[config.mk]
export PLATFORM = sky130hd
export DESIGN_NAME = sas_conv_seq
export DESIGN_NICKNAME = d
export VERILOG_FILES = /design/src/sas_pkg.sv /design/src/sas_tick_div.sv /design/src/sas_conv_seq.sv
export VERILOG_INCLUDE_DIRS = /design/src
export SDC_FILE = /design/constraint.sdc
export NUM_CORES = 1
export LEC_CHECK = 0
export ABC_CLOCK_PERIOD_IN_PS = 2600
export BUFFER_PORTS_ARGS = -buffer_cell sky130_fd_sc_hd__buf_2
export CAP_MARGIN = 25
export CORE_AREA = 2 2 90 92
export DETAILED_ROUTE_END_ITERATION = 10
export DIE_AREA = 0 0 92 94
export HOLD_SLACK_MARGIN = 0.06
export MAX_ROUTING_LAYER = met4
export PLACE_DENSITY = 0.67
export SLEW_MARGIN = 30
export SYNTH_ARGS = -nofsm -noshare
export SYNTH_HDL_FRONTEND = slang
export SYNTH_HIERARCHICAL = 1
export SYNTH_SLANG_ARGS = --single-unit
[constraint.sdc]
create_clock -name mclk -period 2.6 [get_ports mclk]
set_input_delay 0.26 -clock mclk [delete_from_list [all_inputs] [get_ports mclk]]
set_output_delay 0.26 -clock mclk [all_outputs]
set_load 0.05 [all_outputs]
[src/sas_defines.svh]
// constants of the conversion sequencer: clock rates, address, widths, resets
// assumes inclusion by bare name from every file that needs a figure
`ifndef SAS_DEFINES_SVH
`define SAS_DEFINES_SVH

// system clock and internal conversion oscillator, in kHz
`define SAS_CLK_FREQ_KHZ 250000
`define SAS_OSC_FREQ_KHZ 4000
// system cycles per conversion step (62.5 rounds down to 62)
`define SAS_OSC_DIV (`SAS_CLK_FREQ_KHZ / `SAS_OSC_FREQ_KHZ)
`define SAS_OSC_CNT_W 6

// fixed upper three bits of the 7-bit bus address
`define SAS_ADDR_FIXED 3'h3
// bits per bus byte before the acknowledge slot
`define SAS_BYTE_BITS 4'h8
// bus clock falls counted in the sampling window, minus one
`define SAS_TRACK_LAST 1'h1
// first trial weight and reset value of the code registers
`define SAS_SAR_MSB 16'h8000
`define SAS_SAR_LSB 16'h0001
`define SAS_CODE_RST 16'h0000
// window on mclk cycles from conversion entry to the clock line release
`define SAS_CONV_CYC_MIN 11'h3E0
`define SAS_CONV_CYC_MAX 11'h3E4

`endif

[src/sas_pkg.sv]
// types shared by the conversion sequencer
// assumes nothing beyond a SystemVerilog compiler
package sas_pkg;

    typedef enum logic [2:0] {
        SAS_IDLE  = 3'h0,
        SAS_ADDR  = 3'h1,
        SAS_ACK   = 3'h2,
        SAS_TRACK = 3'h3,
        SAS_CONV  = 3'h4,
        SAS_TX    = 3'h5
    } sas_state_t;

endpackage : sas_pkg

[src/sas_tick_div.sv]
// one-cycle enable pulse every DIV cycles while run is high
// assumes run stays high for the whole interval it times
module sas_tick_div #(
    parameter int DIV = 62,
    parameter int W = 6
) (
    // system
    input wire logic mclk,
    input wire logic sys_rst,
    // control
    input wire logic run,
    output logic tick
);

    logic [W-1:0] cnt_q;

    // restart on every run so the first step is a full period away
    always_ff @(posedge mclk) begin
        if (sys_rst || !run) begin
            cnt_q <= '0;
            tick <= 1'b0;
        end else if (cnt_q == W'(DIV - 1)) begin
            cnt_q <= '0;
            tick <= 1'b1;
        end else begin
            cnt_q <= cnt_q + 1'b1;
            tick <= 1'b0;
        end
    end

endmodule : sas_tick_div

[src/sas_conv_seq.sv]
// conversion sequencer: 2-wire bus slave that samples, converts and returns
// a 16-bit code. bus pins are taken as synchronous to mclk.
// What this block does
// - power-on reset leaves converter core powered down
// - sampling window is two bus clocks before conversion
// - hold by default, track only in window
// - bit decisions timed by internal 4MHz oscillator
// - hold bus clock low during whole conversion
// - keep result stored; master reads after release
// - one 16-bit unipolar code per conversion
// - successive approximation, one bit per decision
// - trim pin at supply selects external reference
// - address is 011 plus four select pins
// - acknowledge own address, then start sampling
// - result sent high byte first, then low
// - keep converting while master acknowledges; nack ends
`include "sas_defines.svh"
module sas_conv_seq (
    // system
    input wire logic mclk,
    input wire logic sys_rst,
    // 2-wire bus, open drain
    input wire logic scl_in,
    output logic scl_out,
    output logic scl_oe,
    input wire logic sda_in,
    output logic sda_out,
    output logic sda_oe,
    // straps
    input wire logic addr_select_pin_0,
    input wire logic addr_select_pin_1,
    input wire logic addr_select_pin_2,
    input wire logic addr_select_pin_3,
    input wire logic bandgap_trim_pin,
    // analog core
    input wire logic comp_in,
    output logic [15:0] dac_code,
    output logic track_en,
    output logic core_pwr_on,
    output logic int_ref_en
);

    sas_pkg::sas_state_t state_q;
    logic scl_q, sda_q;
    logic [3:0] bit_cnt_q;
    logic [6:0] sh_q;
    logic ack_done_q, byte_q, trk_cnt_q;
    logic [15:0] mask_q, result_q, tx_q;
    logic osc_tick;
    logic scl_rise, scl_fall, bus_start, bus_stop, addr_hit, conv_done;
    logic [10:0] conv_len_q;

    assign scl_rise = scl_in && !scl_q;
    assign scl_fall = !scl_in && scl_q;
    assign bus_start = scl_in && scl_q && sda_q && !sda_in;
    assign bus_stop = scl_in && scl_q && !sda_q && sda_in;
    assign addr_hit = (sh_q == {`SAS_ADDR_FIXED, addr_select_pin_3, addr_select_pin_2,
                                addr_select_pin_1, addr_select_pin_0});
    assign conv_done = (state_q == sas_pkg::SAS_CONV) && osc_tick
                       && (mask_q == `SAS_SAR_LSB);
    // both lines only ever pull low
    assign scl_out = 1'b0;
    assign sda_out = 1'b0;

    sas_tick_div #(.DIV(`SAS_OSC_DIV), .W(`SAS_OSC_CNT_W)) u_osc (
        .mclk(mclk),
        .sys_rst(sys_rst),
        .run(state_q == sas_pkg::SAS_CONV),
        .tick(osc_tick)
    );

    always_ff @(posedge mclk) begin
        if (sys_rst) begin
            scl_q <= 1'b1;
            sda_q <= 1'b1;
        end else begin
            scl_q <= scl_in;
            sda_q <= sda_in;
        end
    end

    // sequence state; start and stop override everything but a conversion,
    // during which the clock line is held low so neither can be seen
    always_ff @(posedge mclk) begin
        if (sys_rst) begin
            state_q <= sas_pkg::SAS_IDLE;
        end else if (bus_start) begin
            state_q <= sas_pkg::SAS_ADDR;
        end else if (bus_stop) begin
            state_q <= sas_pkg::SAS_IDLE;
        end else begin
            case (state_q)
                sas_pkg::SAS_ADDR: begin
                    if (scl_rise && bit_cnt_q == `SAS_BYTE_BITS - 4'h1) begin
                        state_q <= addr_hit ? sas_pkg::SAS_ACK : sas_pkg::SAS_IDLE;
                    end
                end
                sas_pkg::SAS_ACK: begin
                    if (scl_fall && ack_done_q) begin
                        state_q <= sas_pkg::SAS_TRACK;
                    end
                end
                sas_pkg::SAS_TRACK: begin
                    if (scl_fall && trk_cnt_q == `SAS_TRACK_LAST) begin
                        state_q <= sas_pkg::SAS_CONV;
                    end
                end
                sas_pkg::SAS_CONV: begin
                    if (conv_done) begin
                        state_q <= sas_pkg::SAS_TX;
                    end
                end
                sas_pkg::SAS_TX: begin
                    if (scl_rise && bit_cnt_q == `SAS_BYTE_BITS) begin
                        if (sda_in) begin
                            state_q <= sas_pkg::SAS_IDLE;
                        end else if (byte_q) begin
                            state_q <= sas_pkg::SAS_ACK;
                        end
                    end
                end
                default: begin
                    state_q <= state_q;
                end
            endcase
        end
    end

    // bit counting, address shift and the small phase flags
    always_ff @(posedge mclk) begin
        if (sys_rst || bus_start || bus_stop) begin
            bit_cnt_q <= 4'h0;
            sh_q <= 7'h00;
            ack_done_q <= 1'b0;
            byte_q <= 1'b0;
            trk_cnt_q <= 1'b0;
        end else if (state_q == sas_pkg::SAS_ADDR && scl_rise) begin
            sh_q <= {sh_q[5:0], sda_in};
            bit_cnt_q <= bit_cnt_q + 4'h1;
        end else if (state_q == sas_pkg::SAS_ACK && scl_fall) begin
            ack_done_q <= 1'b1;
            trk_cnt_q <= 1'b0;
        end else if (state_q == sas_pkg::SAS_TRACK && scl_fall) begin
            trk_cnt_q <= trk_cnt_q + 1'b1;
        end else if (conv_done) begin
            bit_cnt_q <= 4'h0;
            byte_q <= 1'b0;
        end else if (state_q == sas_pkg::SAS_TX && scl_rise) begin
            if (bit_cnt_q == `SAS_BYTE_BITS) begin
                bit_cnt_q <= 4'h0;
                byte_q <= 1'b1;
                ack_done_q <= byte_q;
            end else begin
                bit_cnt_q <= bit_cnt_q + 4'h1;
            end
        end
    end

    // successive approximation: keep or drop the trial bit on each step
    always_ff @(posedge mclk) begin
        if (sys_rst) begin
            dac_code <= `SAS_CODE_RST;
            mask_q <= `SAS_CODE_RST;
            result_q <= `SAS_CODE_RST;
        end else if (state_q == sas_pkg::SAS_TRACK && scl_fall && trk_cnt_q == `SAS_TRACK_LAST) begin
            dac_code <= `SAS_SAR_MSB;
            mask_q <= `SAS_SAR_MSB;
        end else if (state_q == sas_pkg::SAS_CONV && osc_tick) begin
            dac_code <= (comp_in ? dac_code : (dac_code & ~mask_q)) | (mask_q >> 1);
            mask_q <= mask_q >> 1;
            if (mask_q == `SAS_SAR_LSB) begin
                result_q <= comp_in ? dac_code : (dac_code & ~mask_q);
            end
        end
    end

    // output shifter, loaded from the same decision that fills the store
    always_ff @(posedge mclk) begin
        if (sys_rst) begin
            tx_q <= `SAS_CODE_RST;
        end else if (conv_done) begin
            tx_q <= comp_in ? dac_code : (dac_code & ~mask_q);
        end else if (state_q == sas_pkg::SAS_TX && scl_rise && bit_cnt_q != `SAS_BYTE_BITS) begin
            tx_q <= {tx_q[14:0], 1'b0};
        end
    end

    // line drivers and analog controls, all from flip-flops
    always_ff @(posedge mclk) begin
        if (sys_rst || bus_start || bus_stop) begin
            sda_oe <= 1'b0;
            scl_oe <= 1'b0;
            track_en <= 1'b0;
            core_pwr_on <= 1'b0;
        end else begin
            case (state_q)
                sas_pkg::SAS_ACK: begin
                    if (scl_fall) begin
                        sda_oe <= !ack_done_q;
                        track_en <= ack_done_q;
                        core_pwr_on <= ack_done_q;
                    end
                end
                sas_pkg::SAS_TRACK: begin
                    if (scl_fall && trk_cnt_q == `SAS_TRACK_LAST) begin
                        track_en <= 1'b0;
                        scl_oe <= 1'b1;
                    end
                end
                sas_pkg::SAS_CONV: begin
                    if (conv_done) begin
                        scl_oe <= 1'b0;
                        core_pwr_on <= 1'b0;
                        sda_oe <= !(comp_in ? dac_code[15] : (dac_code[15] & ~mask_q[15]));
                    end
                end
                sas_pkg::SAS_TX: begin
                    if (scl_fall) begin
                        sda_oe <= (bit_cnt_q != `SAS_BYTE_BITS) && !tx_q[15];
                    end else if (scl_rise && bit_cnt_q == `SAS_BYTE_BITS && sda_in) begin
                        sda_oe <= 1'b0;
                    end
                end
                default: begin
                    sda_oe <= 1'b0;
                end
            endcase
        end
    end

    // cycles spent converting; only the length check reads it
    always_ff @(posedge mclk) begin
        if (sys_rst || state_q != sas_pkg::SAS_CONV) begin
            conv_len_q <= 11'h000;
        end else begin
            conv_len_q <= conv_len_q + 11'h001;
        end
    end

    // reference select follows the trim strap
    always_ff @(posedge mclk) begin
        if (sys_rst) begin
            int_ref_en <= 1'b0;
        end else begin
            int_ref_en <= !bandgap_trim_pin;
        end
    end
endmodule : sas_conv_seq

==> results.md <==
| Result | Value | Unit |
|:---|:---|:---|
| Area grow syn2layout | 14.00 | % |
| Total standard cell area after synthesis | 3477 | um2 |
| Setup ws final | 0.6027 | ns |
| Number of standard-cell rows in the floorplan | 32 | - |
| Max H-tree Level | 3 | - |
| Type of the tightest min-delay check | in -> reg | - |
| Post-cts repair resize count | 0 | - |
| Wire length of the first global-routing pass | 12790 | um |
| Largest driver fanout on the critical path | 28 | - |
| Final cycle utilization of the critical path | 0.7682 | - |
| Flip-flop cell with the highest count after synthesis | sky130_fd_sc_hd__dfxtp_1 | - |
| Count of pins on the block boundary | 33 | - |
| Antenna viol nets, final | 0 | - |
| Detail Placement HPWL | 5129 | um |
| Remaining global-route overflow | 0 | - |
| Number of buffers added on ports | 30 | - |
| Via Count | 2958 | - |
| # Max-Cap Violations | 0 | - |
| Timing-limited maximum frequency | 500.7 | MHz |
| Run status | finished, final reports clean | - |
| Post-detailed-route wirelength per cell | 13.80 | um |
| Leakage power figure | 0.001341 | uW |
| Maximum vdd ir drop | 0.0004677 | V |
| Total GRT Usage | 0.1887 | - |
| Fraction of layout cells with a size suffix above 1 | 0.1406 | - |
| Critical path's slowest cell | sky130_fd_sc_hd__dfxtp_1 | - |
| Number of max-slew violations in the final report | 0 | - |
| Most frequent standard cell in the layout excluding fill and tap cells | sky130_fd_sc_hd__dfxtp_1 | - |
| Number of setup violations in the final report | 0 | - |
| Setup bufs post-CTS | 0 | - |
| Ant. Diodes | 0 | - |
| Required arrival time at the worst endpoint | 2.84 | ns |
| Routability congestion estimate | 0.8873 | - |
| Setup repair after global routing missed its margin | false | - |
| Post-Place Setup Slack | 0.6074 | ns |
| Startpoint type of the worst setup path | flip-flop | - |
| Number of placed cells counting well taps | 526 | - |
| Dominant combinational cell family by area after synthesis | simple AND/OR/NAND/NOR gates | - |
| Mux contribution to synthesized area | 0.04930 | - |
| Clock-pin slew on the worst setup and hold paths | 0.09 | ns |
| Count of final hold-check violations | 0 | - |
| Power Density | 621.0 | nW/um2 |
| Initial detailed-routing violation count | 195 | - |
| Post-synth ARST share | 0 | - |
| Via density | 5.448 | - |
| Total of warnings raised by yosys | 6 | - |
| Insertion delay of the later-clocked pin in the worst-skew pair | 0.35 | ns |
| Area of the die | 8648 | um2 |
| Max-Slew Margin vs Limit | 0.6556 | - |
| Max Root-Sink Buffers | 2 | - |
| Worst clock skew | 0.01252 | ns |
| CTS Sinks | 79 | - |
| Unique cell type count in the Yosys netlist | 48 | - |
| Final cell count without fillers | 543 | - |
| First-pass iteration count of the detailed router | 5 | - |
| Commonest non-fill, non-tap cells in the layout | sky130_fd_sc_hd__dfxtp_1, sky130_fd_sc_hd__a21oi_1, sky130_fd_sc_hd__nand2_1 | - |
| Adder-Cell Fraction of Synth Area | 0.01439 | - |
| Number of global-route vias before repair | 2739 | - |
| Syn Area/Cell | 8.440 | um2 |
| Worst Max-Slew Pin Slew | 0.5150 | ns |
| Post-synthesis xor/xnor area fraction | 0.02267 | - |
| Sequential fraction of the synthesis area | 0.4548 | - |
| Minimum clock period | 1.997 | ns |
| DRC Markers | 0 | - |
| Total length of routed wires | 7494 | um |
| Largest net degree at the start of global routing | 33 | - |
| Data arrival at the endpoint of the critical path | 2.24 | ns |
| Root Buffer | sky130_fd_sc_hd__clkbuf_8 | - |
| Chain of cells forming the critical path | nor3b_2, nand2_1, or2_1, buf_4, a32oi_1, nor2_1 | - |
| Horizontal extent of the die | 92 | um |
| Flop and latch count out of synthesis | 79 | - |
| Placeable core region | 7607 | um2 |
| Initial antenna violation count | 0 | - |
| Syn Inst Count | 412 | - |
| Starting utilization of the core area | 0.4571 | - |
| Hold_buf cts | 1 | - |
| CP Capture Type | flip-flop | - |
| Chip Height | 94 | um |
| Simple-Gate Fraction of Synth Area | 0.2141 | - |
| EDFF count, synth | 0 | - |
| Cts bufs inserted | 9 | - |
| Worst path max stage delay | 0.51 | ns |
| Net count of the finished layout | 450 | - |
| Sum of negative setup slack | 0 | ns |
| Compound-Gate Fraction of Synth Area | 0.1986 | - |
| Clock tree from TritonCTS | built | - |
| Setup Crit Path Kind | reg -> reg | - |
[logic make-up (layout without fill, tap and decap cells)]
group | after synthesis | after routing
DFF | 79 | 79
muxes | 17 | 17
adders and majority gates | 4 | 4
AOI/OAI and AO/OA | 125 | 125
and+or+nand+nor | 142 | 142
buffers and inverters | 35 | 63
other | 1 | 2
xor gates and xnor gates | 9 | 9
[per-stage QoR]
stage                     total power (uW)  hold WS [ns]  instance area, um2    util
after global routing                  2543        0.2068                3964  0.5211
after detailed placement              1345        0.4253                3701  0.4865
after global placement                1344        0.4175                3701  0.4865
final                                 2461        0.2171                3964  0.5211
after floorplan                       1319        0.3324                3481       -
after CTS                             2482        0.1983                3964  0.5211
[synth_stat cells, drive strengths merged (2+ instances only)]
| library cell | instances | area [um2] |
|---|---|---|
| dfxtp | 79 | 1582 |
| a21oi | 69 | 345.3 |
| nand2 | 51 | 191.4 |
| o21ai | 30 | 150.1 |
| nand2b | 22 | 145.1 |
| nor2 | 22 | 82.58 |
| clkbuf | 20 | 75.07 |
| mux2i | 16 | 160.2 |
| a211oi | 15 | 112.6 |
| inv | 9 | 33.78 |
| nand3 | 9 | 50.05 |
| nor3 | 9 | 45.04 |
| xnor2 | 7 | 61.31 |
| buf | 6 | 47.54 |
| nor2b | 5 | 31.28 |
| nor4 | 5 | 46.29 |
| a31oi | 4 | 25.02 |
| ha | 4 | 50.05 |
| or2 | 4 | 25.03 |
| nand4 | 2 | 12.51 |
| nand4b | 2 | 17.52 |
| nor3b | 2 | 20.02 |
| nor4b | 2 | 17.52 |
| xor2 | 2 | 17.52 |
[flip-flops by register name (all words and copies together) (netlist names), 3 cells and up]
name	flops
tx_q	16
u_osc/cnt_q	6
mask_q	16
sh_q	7
dac_code	16
bit_cnt_q	4
state_q	3
[final cells by class]
cell class | instances | area, um2
sequential | 79 | 1582
clock inverter | 7 | 128.9
clock buffer | 9 | 123.9
fill | 722 | 3643
multi-input combinational | 299 | 1743
inverter | 9 | 33.78
tap | 102 | 127.6
timing repair buffer | 38 | 225.2
[critical path, delay by kind of cell, from the launching register on]
family | cells | cell delay (ns)
compound gates | 1 | 0.22
buf+inv | 1 | 0.27
flops | 1 | 0.51
simple gates | 4 | 0.89
[power by group]
group          switching (uW)  total (uW)  internal, uW
sequential               8.44        1220          1210
clock                     490        1140           653
combinational            65.3        95.9          30.6
total                     564        2460          1900
[per-layer routing]
layer,part of all wire,track usage,vias to the layer above
met5,0,-,-
met4,0.0081,0.05224,0
met3,0.047,0.04093,10
met2,0.46,0.2984,69
met1,0.48,0.2467,1380
li1,-,-,1499
[worst paths after layout]
path | start | end | slack [ns] | depth (start not counted)
worst max-delay path | state_q[2] | bit_cnt_q[1] | 0.60 | 6
worst min register to register | scl_oe | scl_oe | 0.46 | 2
worst max register to register | state_q[2] | bit_cnt_q[1] | 0.60 | 6
worst min-delay path | sda_in | sh_q[0] | 0.22 | 3
(Power assumes the default switching activity.)
